===== config.mk =====
export PLATFORM = sky130hd
export DESIGN_NAME = msp_stream_port
export DESIGN_NICKNAME = d
export VERILOG_FILES = /design/src/pkg/msp_pkg.sv /design/src/core/msp_stream_port.sv
export SDC_FILE = /design/constraint.sdc
export NUM_CORES = 1
export LEC_CHECK = 0
export ABC_AREA = 1
export BUFFER_PORTS_ARGS = -buffer_cell sky130_fd_sc_hd__buf_2
export CORE_MARGIN = 3
export CORE_UTILIZATION = 30
export CTS_CLUSTER_SIZE = 8
export DETAILED_ROUTE_END_ITERATION = 12
export MAX_ROUTING_LAYER = met4
export PLACE_DENSITY = 0.56
export SLEW_MARGIN = 20
export SYNTH_ARGS = -nofsm -noshare
export SYNTH_HDL_FRONTEND = slang
export SYNTH_SLANG_ARGS = --single-unit

===== constraint.sdc =====
create_clock -name clock -period 2.8 [get_ports clock]
set_input_delay 0.42 -clock clock [delete_from_list [all_inputs] [get_ports clock]]
set_output_delay 0.42 -clock clock [all_outputs]
set_load 0.005 [all_outputs]

===== src/pkg/msp_pkg.sv =====
package msp_pkg;
   // register map (word addresses on the plain port)
   localparam logic [3:0] MSP_ADDR_SETUP = 4'h0;
   localparam logic [3:0] MSP_ADDR_POL = 4'h1;
   localparam logic [3:0] MSP_ADDR_RESET = 4'h2;
   localparam logic [3:0] MSP_ADDR_STATUS = 4'h3;
   localparam logic [3:0] MSP_ADDR_IN_DATA = 4'h4;
   localparam logic [3:0] MSP_ADDR_OUT_DATA = 4'h5;
   // port setup register fields
   localparam int MSP_SETUP_IN_SERIAL = 0;
   localparam int MSP_SETUP_OUT_SERIAL = 1;
   localparam int MSP_SETUP_INREQ_POL = 2;
   localparam int MSP_SETUP_OVR_POL = 3;
   localparam int MSP_SETUP_OUT_VALID = 4;
   localparam int MSP_SETUP_OUT_CLOCK = 5;
   localparam int MSP_SETUP_IN_STROBE = 6;
   localparam logic [7:0] MSP_SETUP_RESET = 8'h00;
   // polarity register fields (1 = active high / rising edge)
   localparam int MSP_POL_ICLK = 0;
   localparam int MSP_POL_ISYNC = 1;
   localparam int MSP_POL_IERR = 2;
   localparam int MSP_POL_IVLD = 3;
   localparam int MSP_POL_OCLK = 4;
   localparam int MSP_POL_OSYNC = 5;
   localparam logic [7:0] MSP_POL_RESET = 8'h37;
   // reset register: full reset bit
   localparam int MSP_RESET_ALL = 0;
   // output data register: bit 8 marks packet start
   localparam int MSP_OUT_SYNC_BIT = 8;
   // status register fields
   localparam int MSP_ST_IN_AVAIL = 0;
   localparam int MSP_ST_IN_SYNC = 1;
   localparam int MSP_ST_IN_ERR = 2;
   localparam int MSP_ST_OUT_BUSY = 3;
   localparam int MSP_ST_IN_OVER = 4;
   // last serial bit index and output strobe half period minus one, in clock cycles
   localparam logic [2:0] MSP_LAST_BIT = 3'h7;
   localparam logic [1:0] MSP_STB_HALF = 2'h1;
endpackage


===== src/core/msp_stream_port.sv =====
module msp_stream_port
   import msp_pkg::*;
(
   input wire logic clock,
   input wire logic rst,
   input wire logic [3:0] regAddr,
   input wire logic [15:0] regWrData,
   input wire logic regWrite,
   input wire logic regRead,
   output logic [15:0] regRdData,
   input wire logic inStreamClock,
   input wire logic [7:0] inData,
   input wire logic inPacketSync,
   input wire logic inDataValid,
   output logic inRequest,
   output logic inRequestEn,
   output logic outStreamClock,
   output logic [7:0] outData,
   output logic outPacketSync,
   output logic outValidReady,
   input wire logic outRequest
);

   // ======================================================================
   // registers and full reset
   // ======================================================================
   logic [7:0] setup;
   logic [7:0] pol;
   logic softReset;
   logic [7:0] inByte;
   logic inByteSync;
   logic inByteErr;
   logic inAvail;
   logic inOver;
   logic [7:0] outByte;
   logic outByteSync;
   logic outPending;

   wire anyReset = rst | softReset;
   wire wrSetup = regWrite && regAddr == MSP_ADDR_SETUP;
   wire wrPol = regWrite && regAddr == MSP_ADDR_POL;
   wire wrReset = regWrite && regAddr == MSP_ADDR_RESET;
   wire wrOut = regWrite && regAddr == MSP_ADDR_OUT_DATA;
   wire rdIn = regRead && regAddr == MSP_ADDR_IN_DATA;

   // setup and polarity storage, restored by either reset
   always_ff @(posedge clock)
   begin
      if (anyReset)
      begin
         setup <= MSP_SETUP_RESET;
         pol <= MSP_POL_RESET;
      end
      else
      begin
         if (wrSetup) setup <= regWrData[7:0];
         if (wrPol) pol <= regWrData[7:0];
      end
   end

   // software full reset pulse lasts one cycle
   always_ff @(posedge clock)
   begin
      if (rst) softReset <= 1'b0;
      else softReset <= wrReset & regWrData[MSP_RESET_ALL];
   end

   // ======================================================================
   // input synchronisers
   // ======================================================================
   logic [11:0] inMeta;
   logic [11:0] inSync;
   always_ff @(posedge clock)
   begin
      inMeta <= {outRequest, inStreamClock, inDataValid, inPacketSync, inData};
      inSync <= inMeta;
   end
   wire [7:0] sData = inSync[7:0];
   wire sSync = inSync[8];
   wire sValid = inSync[9];
   wire sClk = inSync[10];
   wire sOutReq = inSync[11];
   logic sClkOld;
   always_ff @(posedge clock) sClkOld <= sClk;

   // ======================================================================
   // stream input
   // ======================================================================
   wire inSerial = setup[MSP_SETUP_IN_SERIAL];
   wire clkPolRise = pol[MSP_POL_ICLK];
   // active edge of the input clock or strobe
   wire inEdge = clkPolRise ? (sClk & ~sClkOld) : (~sClk & sClkOld);
   wire validAct = sValid == pol[MSP_POL_IVLD];
   wire syncAct = sSync == pol[MSP_POL_ISYNC];
   wire errAct = sData[1] == pol[MSP_POL_IERR];
   wire inTake = inEdge & validAct;
   logic [7:0] inShift;
   logic [2:0] inCount;
   logic inShiftSync;
   wire serialDone = inSerial && inCount == MSP_LAST_BIT;
   wire byteDone = inTake && (!inSerial || serialDone);

   // serial assembly: msb first, bit zero only
   always_ff @(posedge clock)
   begin
      if (anyReset)
      begin
         inShift <= 8'h00;
         inCount <= 3'h0;
         inShiftSync <= 1'b0;
      end
      else if (inTake && inSerial)
      begin
         inShift <= {inShift[6:0], sData[0]};
         inCount <= inCount + 3'h1;
         if (inCount == 3'h0) inShiftSync <= syncAct;
      end
      else if (inEdge && inSerial && syncAct && !validAct)
         inCount <= 3'h0;
   end

   // received byte holding register
   always_ff @(posedge clock)
   begin
      if (anyReset)
      begin
         inByte <= 8'h00;
         inByteSync <= 1'b0;
         inByteErr <= 1'b0;
         inAvail <= 1'b0;
         inOver <= 1'b0;
      end
      else
      begin
         if (byteDone)
         begin
            inByte <= inSerial ? {inShift[6:0], sData[0]} : sData;
            inByteSync <= inSerial ? inShiftSync : syncAct;
            inByteErr <= inSerial ? 1'b0 : errAct;
            inAvail <= 1'b1;
            if (inAvail && !rdIn) inOver <= 1'b1;
         end
         else if (rdIn)
            inAvail <= 1'b0;
      end
   end

   // request asks for a byte only while the holding register is empty
   wire reqActive = !inAvail;
   always_ff @(posedge clock)
   begin
      if (anyReset)
      begin
         inRequest <= 1'b1;
         inRequestEn <= 1'b0;
      end
      else
      begin
         inRequestEn <= !inSerial;
         inRequest <= reqActive ~^ setup[MSP_SETUP_INREQ_POL];
      end
   end

   // ======================================================================
   // stream output
   // ======================================================================
   typedef enum {MSP_IDLE, MSP_LOW, MSP_HIGH} msp_out_t;
   msp_out_t outState;
   logic [1:0] halfCnt;
   logic [2:0] bitCnt;
   logic [7:0] outShift;
   wire outSerial = setup[MSP_SETUP_OUT_SERIAL];
   wire useValid = setup[MSP_SETUP_OUT_VALID];
   wire ovrHigh = setup[MSP_SETUP_OVR_POL];
   wire oclkRise = pol[MSP_POL_OCLK];
   wire osyncHigh = pol[MSP_POL_OSYNC];
   // downstream request is active low
   wire reqSeen = !sOutReq;
   wire halfDone = halfCnt == MSP_STB_HALF;
   wire lastBit = !outSerial || bitCnt == MSP_LAST_BIT;
   wire startXfer = outState == MSP_IDLE && outPending && (useValid || reqSeen);

   // pending byte written by software
   always_ff @(posedge clock)
   begin
      if (anyReset)
      begin
         outByte <= 8'h00;
         outByteSync <= 1'b0;
         outPending <= 1'b0;
      end
      else if (wrOut && !outPending)
      begin
         outByte <= regWrData[7:0];
         outByteSync <= regWrData[MSP_OUT_SYNC_BIT];
         outPending <= 1'b1;
      end
      else if (startXfer)
         outPending <= 1'b0;
   end

   // strobe sequencer: low half drives data, high half makes active edge
   always_ff @(posedge clock)
   begin
      if (anyReset)
      begin
         outState <= MSP_IDLE;
         halfCnt <= 2'h0;
         bitCnt <= 3'h0;
         outShift <= 8'h00;
      end
      else
      begin
         case (outState)
            MSP_IDLE:
            begin
               halfCnt <= 2'h0;
               bitCnt <= 3'h0;
               if (startXfer)
               begin
                  outShift <= outByte;
                  outState <= MSP_LOW;
               end
            end
            MSP_LOW:
            begin
               halfCnt <= halfDone ? 2'h0 : halfCnt + 2'h1;
               if (halfDone) outState <= MSP_HIGH;
            end
            MSP_HIGH:
            begin
               halfCnt <= halfDone ? 2'h0 : halfCnt + 2'h1;
               if (halfDone)
               begin
                  bitCnt <= bitCnt + 3'h1;
                  outShift <= {outShift[6:0], 1'b0};
                  outState <= lastBit ? MSP_IDLE : MSP_LOW;
               end
            end
            default: outState <= MSP_IDLE;
         endcase
      end
   end

   // pin drivers, all registered
   wire busy = outState != MSP_IDLE;
   wire firstBit = bitCnt == 3'h0;
   wire [7:0] next_outData = outSerial ? {7'h00, outShift[7]} : outShift;
   wire strobeHigh = outState == MSP_HIGH;
   wire readyAct = useValid ? busy : (!outPending && !busy);
   logic syncLevel;
   logic outByteSyncLatched;
   assign syncLevel = busy && firstBit && outByteSyncLatched;
   always_ff @(posedge clock)
   begin
      if (anyReset) outByteSyncLatched <= 1'b0;
      else if (startXfer) outByteSyncLatched <= outByteSync;
   end
   always_ff @(posedge clock)
   begin
      if (anyReset)
      begin
         outStreamClock <= 1'b0;
         outData <= 8'h00;
         outPacketSync <= 1'b0;
         outValidReady <= 1'b1;
      end
      else
      begin
         outStreamClock <= strobeHigh ~^ oclkRise;
         outData <= busy ? next_outData : 8'h00;
         outPacketSync <= syncLevel ~^ osyncHigh;
         outValidReady <= readyAct ~^ ovrHigh;
      end
   end

   // ======================================================================
   // register read port
   // ======================================================================
   wire [15:0] statusWord = {11'h000, inOver, busy | outPending, inByteErr, inByteSync, inAvail};
   wire [15:0] readMux =
      regAddr == MSP_ADDR_SETUP ? {8'h00, setup} :
      regAddr == MSP_ADDR_POL ? {8'h00, pol} :
      regAddr == MSP_ADDR_STATUS ? statusWord :
      regAddr == MSP_ADDR_IN_DATA ? {8'h00, inByte} :
      regAddr == MSP_ADDR_OUT_DATA ? {7'h00, outByteSync, outByte} : 16'h0000;
   always_ff @(posedge clock)
   begin
      if (rst) regRdData <= 16'h0000;
      else regRdData <= regRead ? readMux : 16'h0000;
   end
endmodule


==> reports/qor.txt, run 1 <==
CP startpoint: outState[0]
largest net degree at the start of global routing: 28
io pins: 65
flops & latches, synth: 113
Netlist cell types: 33
LEAKAGE: 2.24 nW
Final HPWL DP: 7190 um
vias in the first global route: 3502
post-place setup slack: 746 ps
TritonCTS Buffers: 17
top post-synthesis cells by area: dfxtp_1 52%, nand2_1 9.7%, o21ai_0 6.6%
Clock transition at path regs: 50 ps
Via Count: 3563
Slew @ Worst Pin: 551 ps
Synth top area share: 52.4%
Die Wd: 126 um
Final nets: 639
Via density: 4.53
post-route setup slack: 698 ps
hold_sp: inPacketSync
htree depth: 4
pwr dens: 811 mW/mm^2
overall global routing resource usage: 13.5%
Post-CTS Hold Buffers: 0
Warnings, synthesis: 0
Async SR Flop Fraction: 0%
clk buf depth: 2
post-synthesis sequential area ratio: 52.4%
Post-Synthesis Cell Area: 0.00431 mm^2
first-pass GRT wire length: 16600 um
first-iteration detailed-routing DRC count: 228
Worst EP arrival: 2380 ps
Area growth syn-to-layout: 22.4%
most frequent cells in the layout: 113 x dfxtp_1, 111 x nand2_1, 57 x o21ai_0
CTS tree: yes
Worst Path Required: 3080 ps
gr ovfl total: 0
Mean Syn Cell Area: 8.00 um^2
core area: 0.0140 mm^2
Reg2Reg Depth: 7
Max Slew Vio Count: 0
Post-Route Setup TNS: 0 ps
fin crit share: 75.1%
Post-synth EDFFs: 0
Clock Sinks: 113
worst hold stages: 1
worst reg2reg path endpoint: outShift[4]
Die Footprint: 0.0159 mm^2
Detail Route Antenna Nets: 0
Hold Fails Final Rpt: 0
Worst R2R Setup Slack: 700 ps
layout cell share with drive strength beyond 1: 16.5%
ys flop type: dfxtp_1
critical path, cell by cell: inv_1 -> ha_1 -> nand3_1 -> o21ai_2 -> nand2_1 -> o21ai_0 -> a21oi_1
Setup Viol. Count Final: 0
IO Port Bufs: 50
FF-to-FF Start: outState[0]
row count: 43
CP startpoint kind: flip-flop
Period minus WS final: 2100 ps
initial antenna violation count: 1
commonest non-fill, non-tap cell in the layout: dfxtp_1
Initial Utilization: 30.8%
achievable frequency: 476 MHz
WL/cell: 12.7 um
drt drc: 0
Final GP Congestion: 0.875
Post-CTS Resized: 0
Hold Path End: inMeta[8]
Pre-antenna DRT Iters: 6
cell taking the most area after synthesis: dfxtp_1
clock root buffer: clkbuf_16
RSZ-0062 raised after global routing: false
slowest stage cell, crit path: ha_1
slew margin rel.: 63.3%
Pwr Total: 4.28 mW
CP Class: flip-flop to flip-flop
Worst VDD drop: 0.405 mV
outcome: finished clean
total wire length: 10000 um
Critical Path Fanout Max: 18
MaxCap Viol Count: 0
Gate Count Post-Synth: 539
Die H: 126 um
Setup Skew: 6.53 ps
postcts setup bufs: 0
crit path capture type: flip-flop
CP max stage delay: 500 ps
hold crit path type: input port to flip-flop
worst skew pair latency: 410 ps
==> flip-flops by register name, summed over array words and instances, names as in the netlist, 7 cells and up <==
signal / flops
inMeta: 12
inSync: 12
regRdData: 9
inByte: 8
outByte: 8
outData: 8
outShift: 8
pol: 8
setup: 8
inShift: 7
==> cell usage after synthesis, types with 3 or more instances <==
| master | number |
|---|---|
| inv_1 | 49 |
| nor2_1 | 45 |
| dfxtp_1 | 113 |
| o21ai_0 | 57 |
| a31oi_1 | 3 |
| buf_4 | 8 |
| nand2_1 | 111 |
| nand3_1 | 39 |
| ha_1 | 11 |
| buf_2 | 7 |
| inv_2 | 6 |
| nand4_1 | 3 |
| clkbuf_1 | 9 |
| a21oi_1 | 53 |
==> where the power goes <==
group	total [mW]	internal, mW	switching, mW
sequential	1.74	1.70	0.0463
clock	2.12	1.41	0.713
combinational	0.413	0.133	0.280
==> routing by layer <==
layer | wire length [um] | share of wire (%) | up-vias | global-route usage [%]
met5 | 0 | 0 | - | -
met4 | 225 | 2.2 | 0 | 6.37
met3 | 584 | 5.8 | 21 | 4.88
met2 | 4850 | 48 | 86 | 21.4
met1 | 4350 | 43 | 1613 | 15.3
li1 | - | - | 1843 | -
==> critical path, delay by kind of cell (launching register included) <==
family          cells  cell delay (ps)
buf+inv             1              100
fa+ha+maj           1              500
compound gates      3              520
simple gates        2              500
flops               1              350
==> cells by family (layout without fill, tap and decap cells) <==
logic type               count (synthesis)  count (layout)  share of synthesized area (%)
AND/OR/NAND/NOR                        211             211                           21.2
flip-flops                             113             113                           52.4
other                                    1               8                         0.0869
XOR/XNOR                                 3               3                          0.609
AO/OA/AOI/OAI                          118             118                           14.0
buffers and inverters                   82             142                           8.50
adder cells (fa/ha/maj)                 11              11                           3.19
==> cell type report <==
| cell class | instances | area (um^2) |
|---|---|---|
| Inverter | 56 | 215 |
| Multi-Input combinational cell | 350 | 1710 |
| Tap cell | 180 | 225 |
| Clock inverter | 11 | 138 |
| Clock buffer | 21 | 450 |
| Sequential cell | 113 | 2260 |
| Antenna cell | 1 | 2.50 |
| Timing Repair Buffer | 54 | 280 |
| Fill cell | 1445 | 8710 |
==> stage by stage <==
step	utilization (%)	cells	hold WS (ps)	instance area, um^2
final	37.8	786	106	5280
after global routing	37.8	786	93.1	5280
after CTS	37.7	785	92.0	5280
after detailed placement	33.5	753	312	4690
after global placement	33.5	753	311	4690
after floorplan	-	545	310	4340
==> worst max-delay path by stage <==
stage                             end  slack, ps  cells after the start
after floorplan           outShift[5]       1280                      8
after global placement       setup[1]        760                      7
after detailed placement  outShift[6]        750                      7
after CTS                 outShift[4]        690                      7
after global routing      outShift[4]        570                      7
final                     outShift[4]        700                      7
No activity file was read; power rests on OpenSTA's default activity.
==> run 2: changes to the inputs <==
- PLACE_DENSITY: 0.56 -> 0.58
- clock period: 2.8 -> 1.7 ns (I/O delays scaled with it)
==> reports/qor.txt, run 2 (synthesized netlist as in run 1, its figures left out) <==
outcome: finished clean
fin crit share: 89.9% (+15 points)
Max Slew Vio Count: 0 (unchanged)
total wire length: 9930 um (-0.79%)
clk buf depth: 2 (unchanged)
DP Area: 0.00482 mm^2 (+2.7%)
Post-Route Setup TNS: 0 ps (unchanged)
Die Wd: 126 um (unchanged)
LEAKAGE: 2.36 nW (+5.2%)
Worst VDD drop: 0.618 mV (+52%)
io pins: 65 (unchanged)
CP startpoint kind: flip-flop
Post-Place Cells: 770 (+2.3%)
worst skew pair latency: 410 ps (about the same)
most frequent cells in the layout: 113 x dfxtp_1, 110 x nand2_1, 57 x o21ai_0
area of the multi-input gates: 0.00171 mm^2 (+0.29%)
vias in the first global route: 3534 (+0.91%)
crit path buf inv count: 0 (-1)
achievable frequency: 655 MHz (+38%)
Crit path max-delay family: simple AND/OR/NAND/NOR gates
worst reg2reg path endpoint: inByte[6]
Via density: 4.43 (-2.3%)
filler instances: 1461 (+1.1%)
GR peak layer: met2
CTS tree: yes
Pre-antenna DRT Iters: 4 (-2)
Setup Viol. Count Final: 0 (unchanged)
postcts setup bufs: 0 (unchanged)
Non-Filler Instances: 814 (+3.6%)
sw power: 1.64 mW (+58%)
Worst Setup EP: inByte[6]
Final HPWL DP: 7420 um (+3.2%)
Worst R2R Setup Slack: 170 ps (-530 ps)
Setup Skew: 8.63 ps (+2.10 ps)
Hold Fails Final Rpt: 0 (unchanged)
Design Area, Final: 0.00548 mm^2 (+3.8%)
Worst EP arrival: 1860 ps (-520 ps)
Final nets: 668 (+4.5%)
FF-to-FF Start: inCount[0]
Sw Ratio: 24.2% (-0.11 points)
MaxCap Viol Count: 0 (unchanged)
largest net degree at the start of global routing: 24 (-14%)
Die Footprint: 0.0159 mm^2 (unchanged)
crit-path most repeated cell: ha_1
P_int: 5.15 mW (+59%)
Global Route met3 Usage: 5.39% (+0.51 points)
commonest non-fill, non-tap cell in the layout: dfxtp_1
Hold Slack: 83.3 ps (-22.8 ps)
slowest stage cell, crit path: or2_1
CP max stage delay: 370 ps (-130 ps)
Clock transition at path regs: 50 ps (about the same)
sequential cell area: 0.00226 mm^2 (unchanged)
drt drc: 0 (unchanged)
Reg2Reg Depth: 6 (-1)
RSZ-0062 raised after global routing: false
CP startpoint: inCount[0]
initial antenna violation count: 1 (unchanged)
crit path capture type: flip-flop
Detail Route Antenna Nets: 0 (unchanged)
layout cell share with drive strength beyond 1: 18.5% (+2.0 points)
TritonCTS Buffers: 17 (unchanged)
Clock power frac: 45.9% (-3.7 points)
Via Count: 3605 (+1.2%)
CP Depth: 6 (-1)
pwr dens: 1240 mW/mm^2 (+53%)
Worst Path Required: 2030 ps (-1050 ps)
hold crit path type: input port to flip-flop
met1 GRT Util: 15.1% (-0.26 points)
IO Port Bufs: 50 (unchanged)
Critical Path Fanout Max: 12 (-6)
htree depth: 4 (unchanged)
overall global routing resource usage: 13.8% (+0.24 points)
CP Class: flip-flop to flip-flop
first-pass GRT wire length: 16800 um (+1.2%)
final core occ: 39.2% (+1.4 points)
Logic pwr share: 11.9% (+2.2 points)
Clock Sinks: 113 (unchanged)
Initial Utilization: 30.8% (unchanged)
Final GP Congestion: 0.844 (-3.6%)
Global Route met2 Usage: 22.5% (+1.2 points)
Area growth syn-to-layout: 27.1%
clock root buffer: clkbuf_16
Largest regs: inMeta x12, inSync x12, regRdData x9
core area: 0.0140 mm^2 (unchanged)
Period minus WS final: 1530 ps (-575 ps)
WL/cell: 12.2 um (-4.2%)
gr ovfl total: 0 (unchanged)
sequential cell fraction of total power: 42.2% (+1.4 points)
critical path, cell by cell: ha_1 -> ha_1 -> or2_1 -> nand2_4 -> nand2_1 -> a21oi_1
Die H: 126 um (unchanged)
row count: 43 (unchanged)
first-iteration detailed-routing DRC count: 215 (-5.7%)
-- run 2: through the flow --
| stage | power [mW] | worst slack (ps) |
|---|---|---|
| final | 6.79 | 173 |
| after global routing | 7.13 | 42.2 |
| after floorplan | 3.41 | 182 |
| after CTS | 6.88 | 60.7 |
| after detailed placement | 3.70 | 70.3 |
| after global placement | 3.67 | 136 |
-- run 2: worst min path at each step --
stage | depth (start not counted) | startpoint | slack, ps | endpoint
after floorplan | 0 | inData[0] | 280 | inMeta[0]
after global placement | 0 | inMeta[3] | 310 | inSync[3]
after detailed placement | 0 | inMeta[0] | 310 | inSync[0]
after CTS | 3 | regWrData[1] | 60 | pol[1]
after global routing | 3 | regWrData[5] | 90 | pol[5]
final | 3 | regWrData[1] | 80 | pol[1]
-- run 2: what timing repair did --
| item | in CTS | in global routing |
|---|---|---|
| resized for setup | 0 | 2 |
| hold buffers | 12 | 0 |
| endpoints found under the hold margin | 12 | 0 |
| endpoints found under the setup margin | 0 | 8 |
-- run 2: power groups by stage --
stage / sequential [mW] / clock, mW / combinational [mW]
2_1_floorplan: 2.91 / 0 / 0.500
6_report: 2.87 / 3.12 / 0.807
5_1_grt: 2.88 / 3.34 / 0.914
3_5_place_dp: 2.92 / 0 / 0.775
3_3_place_gp: 2.92 / 0 / 0.753
4_1_cts: 2.87 / 3.21 / 0.798
-- run 2: per-layer routing --
layer  vias to the layer above  part of all wire, %
li1                       1907                    -
met1                      1602                   43
met2                        83                   50
met3                        13                  5.3
met4                         0                  1.4
met5                         -                    0
-- run 2: worst reg2reg max path, cell delays in order (launching register included) --
cell and delay (ps):
dfxtp_1 320, ha_1 200, ha_1 170, or2_1 370
nand2_4 200, nand2_1 70, a21oi_1 130
-- run 2: cell type report --
cell class / count / area share [%]
Timing Repair Buffer: 83 / 9.63
Inverter: 56 / 3.93
Tap cell: 180 / 4.11
Antenna cell: 1 / 0.0456
Sequential cell: 113 / 41.3
Multi-Input combinational cell: 350 / 31.2
Clock inverter: 5 / 0.502
Clock buffer: 26 / 9.29
==> run 3: changes to the inputs <==
--- a/config.mk
+++ b/config.mk
@@ -9,9 +9,9 @@
 export BUFFER_PORTS_ARGS = -buffer_cell sky130_fd_sc_hd__buf_2
 export CORE_MARGIN = 3
-export CORE_UTILIZATION = 30
+export CORE_UTILIZATION = 25
 export CTS_CLUSTER_SIZE = 8
 export DETAILED_ROUTE_END_ITERATION = 12
 export MAX_ROUTING_LAYER = met4
-export PLACE_DENSITY = 0.58
+export PLACE_DENSITY = 0.52
 export SLEW_MARGIN = 20
 export SYNTH_ARGS = -nofsm -noshare
==> constraint.sdc (replaced) <==
create_clock -name clock -period 1.7 [get_ports clock]
set_input_delay 0.255 -clock clock [delete_from_list [all_inputs] [get_ports clock]]
set_output_delay 0.255 -clock clock [all_outputs]
set_load 0.01 [all_outputs]
==> reports/qor.txt, run 3 (synthesized netlist as in run 1, its figures left out) <==
MaxCap Viol Count: 0 (unchanged)
Pre-antenna DRT Iters: 4 (unchanged)
outcome: finished clean
filler instances: 1817 (+24%)
CP Class: flip-flop to flip-flop
layout cell share with drive strength beyond 1: 18.4% (-0.071 points)
Final GP Congestion: 0.759 (-10%)
Design Area, Final: 0.00553 mm^2 (+0.87%)
overall global routing resource usage: 12.1% (-1.7 points)
Worst VDD drop: 0.726 mV (+17%)
htree depth: 4 (unchanged)
Non-Filler Instances: 851 (+4.5%)
LEAKAGE: 2.35 nW (-0.29%)
Clock transition at path regs: 50 ps (about the same)
io pins: 65 (unchanged)
Post-Place Cells: 809 (+5.1%)
total wire length: 10300 um (+3.3%)
Largest regs: inMeta x12, inSync x12, regRdData x9
Sw Ratio: 24.6% (+0.48 points)
Crit path max-delay family: simple AND/OR/NAND/NOR gates
Worst Path Required: 1990 ps (-40 ps)
pwr dens: 1240 mW/mm^2 (+0.24%)
worst skew pair latency: 410 ps (about the same)
final core occ: 33.0% (-6.2 points)
Slew @ Worst Pin: 512 ps
clk buf depth: 2 (unchanged)
Hold Fails Final Rpt: 0 (unchanged)
first-iteration detailed-routing DRC count: 192 (-11%)
RSZ-0062 raised after global routing: false
DP Area: 0.00487 mm^2 (+1.1%)
row count: 47 (+9.3%)
Max Slew Vio Count: 0 (unchanged)
CP startpoint kind: flip-flop
hold crit path type: input port to flip-flop
achievable frequency: 660 MHz (+0.86%)
Initial Utilization: 25.7% (-5.1 points)
initial antenna violation count: 0 (-1)
Detail Route Antenna Nets: 0 (unchanged)
slowest stage cell, crit path: nor2_2
Clock power frac: 46.0% (about the same)
Critical Path Fanout Max: 12 (unchanged)
first-pass GRT wire length: 17000 um (+0.62%)
Final HPWL DP: 7530 um (+1.5%)
critical path, cell by cell: inv_1 -> nand2_1 -> nand3_1 -> nor2_2 -> inv_1 -> nor2_1 -> nor2_1
CP max stage delay: 380 ps (about the same)
sw power: 1.69 mW (+3.1%)
Die Footprint: 0.0189 mm^2 (+19%)
crit path buf inv count: 2 (+2)
Via density: 4.08 (-7.8%)
Setup Viol. Count Final: 0 (unchanged)
most frequent cells in the layout: 113 x dfxtp_1, 110 x nand2_1, 57 x o21ai_0
Worst EP arrival: 1810 ps (-50 ps)
vias in the first global route: 3427 (-3.0%)
GR peak layer: met2
sequential cell fraction of total power: 41.7% (-0.5 points)
gr ovfl total: 0 (unchanged)
Period minus WS final: 1510 ps (-13.0 ps)
Logic pwr share: 12.3% (+0.4 points)
fin crit share: 89.1% (-0.76 points)
Global Route met2 Usage: 19.2% (-3.4 points)
Setup Skew: 8.44 ps (-0.186 ps)
Global Route met3 Usage: 4.05% (-1.3 points)
Die Wd: 137 um (+9.1%)
core area: 0.0168 mm^2 (+20%)
WL/cell: 12.1 um (-1.2%)
clock root buffer: clkbuf_16
P_int: 5.18 mW (+0.47%)
commonest non-fill, non-tap cell in the layout: dfxtp_1
Clock Sinks: 113 (unchanged)
postcts setup bufs: 0 (unchanged)
Via Count: 3475 (-3.6%)
Final nets: 667 (-0.15%)
drt drc: 0 (unchanged)
largest net degree at the start of global routing: 38 (+58%)
slew margin rel.: 65.7%
Die H: 137 um (+9.1%)
IO Port Bufs: 50 (unchanged)
Area growth syn-to-layout: 28.2%
TritonCTS Buffers: 17 (unchanged)
crit path capture type: flip-flop
CTS tree: yes
met1 GRT Util: 14.5% (-0.55 points)
[run 3: layout make-up]
| cell class | instances | area (um^2) | share of cell area [%] |
|---|---|---|---|
| sequential | 113 | 2260 | 40.9 |
| clock inverter | 7 | 62.6 | 1.13 |
| multi-input combinational | 350 | 1720 | 31.0 |
| tap | 220 | 275 | 4.98 |
| timing repair buffer | 82 | 533 | 9.64 |
| clock buffer | 22 | 464 | 8.39 |
| antenna | 1 | 2.50 | 0.0452 |
| inverter | 56 | 215 | 3.89 |
[run 3: worst paths after layout]
check	start	to	slack (ps)	cells past startpoint
worst max register to register	pol[0]	inShift[5]	190	7
worst max-delay path	pol[0]	inShift[5]	190	7
worst min-delay path	regWrData[5]	pol[5]	90	3
worst min register to register	inMeta[8]	inSync[8]	320	0
[run 3: per-layer routing]
layer  part of all wire (%)  wire, um  up-vias
met4                    1.1       112        0
met3                    4.6       468       11
met5                      0         0        -
met1                     48      4910     1503
li1                       -         -     1895
met2                     46      4760       66
[run 3: what timing repair did]
action | in CTS | in global routing
pin swaps | 0 | 0
gates resized for setup | 2 | 1
endpoints found under the hold margin | 12 | 0
hold buffers | 12 | 0
setup endpoints to repair | 11 | 7
[run 3: worst reg2reg max path, stage by stage, from the launching register on]
cell and delay (ps):
dfxtp_1 350, inv_1 60, nand2_1 80, nand3_1 100, nor2_2 380, inv_1 230
nor2_1 140, nor2_1 60
[run 3: through the flow]
| step | hold slack [ps] | power [mW] | setup WS [ps] | TNS [ps] |
|---|---|---|---|---|
| finish | 93.6 | 6.87 | 186 | 0 |
| floorplan | 283 | 3.42 | 182 | 0 |
| CTS | 72.2 | 6.96 | 78.4 | 0 |
| global placement | 310 | 3.73 | -22.9 | -121 |
| global route | 84.3 | 7.20 | 14.9 | 0 |
| detailed placement | 312 | 3.73 | -27.8 | -124 |
[run 3: power by group through the flow]
stage	clock network, mW	logic [mW]	registers (mW)
6_report	3.16	0.843	2.87
5_1_grt	3.35	0.966	2.88
4_1_cts	3.25	0.848	2.87
3_5_place_dp	0	0.815	2.92
3_3_place_gp	0	0.811	2.92
2_1_floorplan	0	0.504	2.92
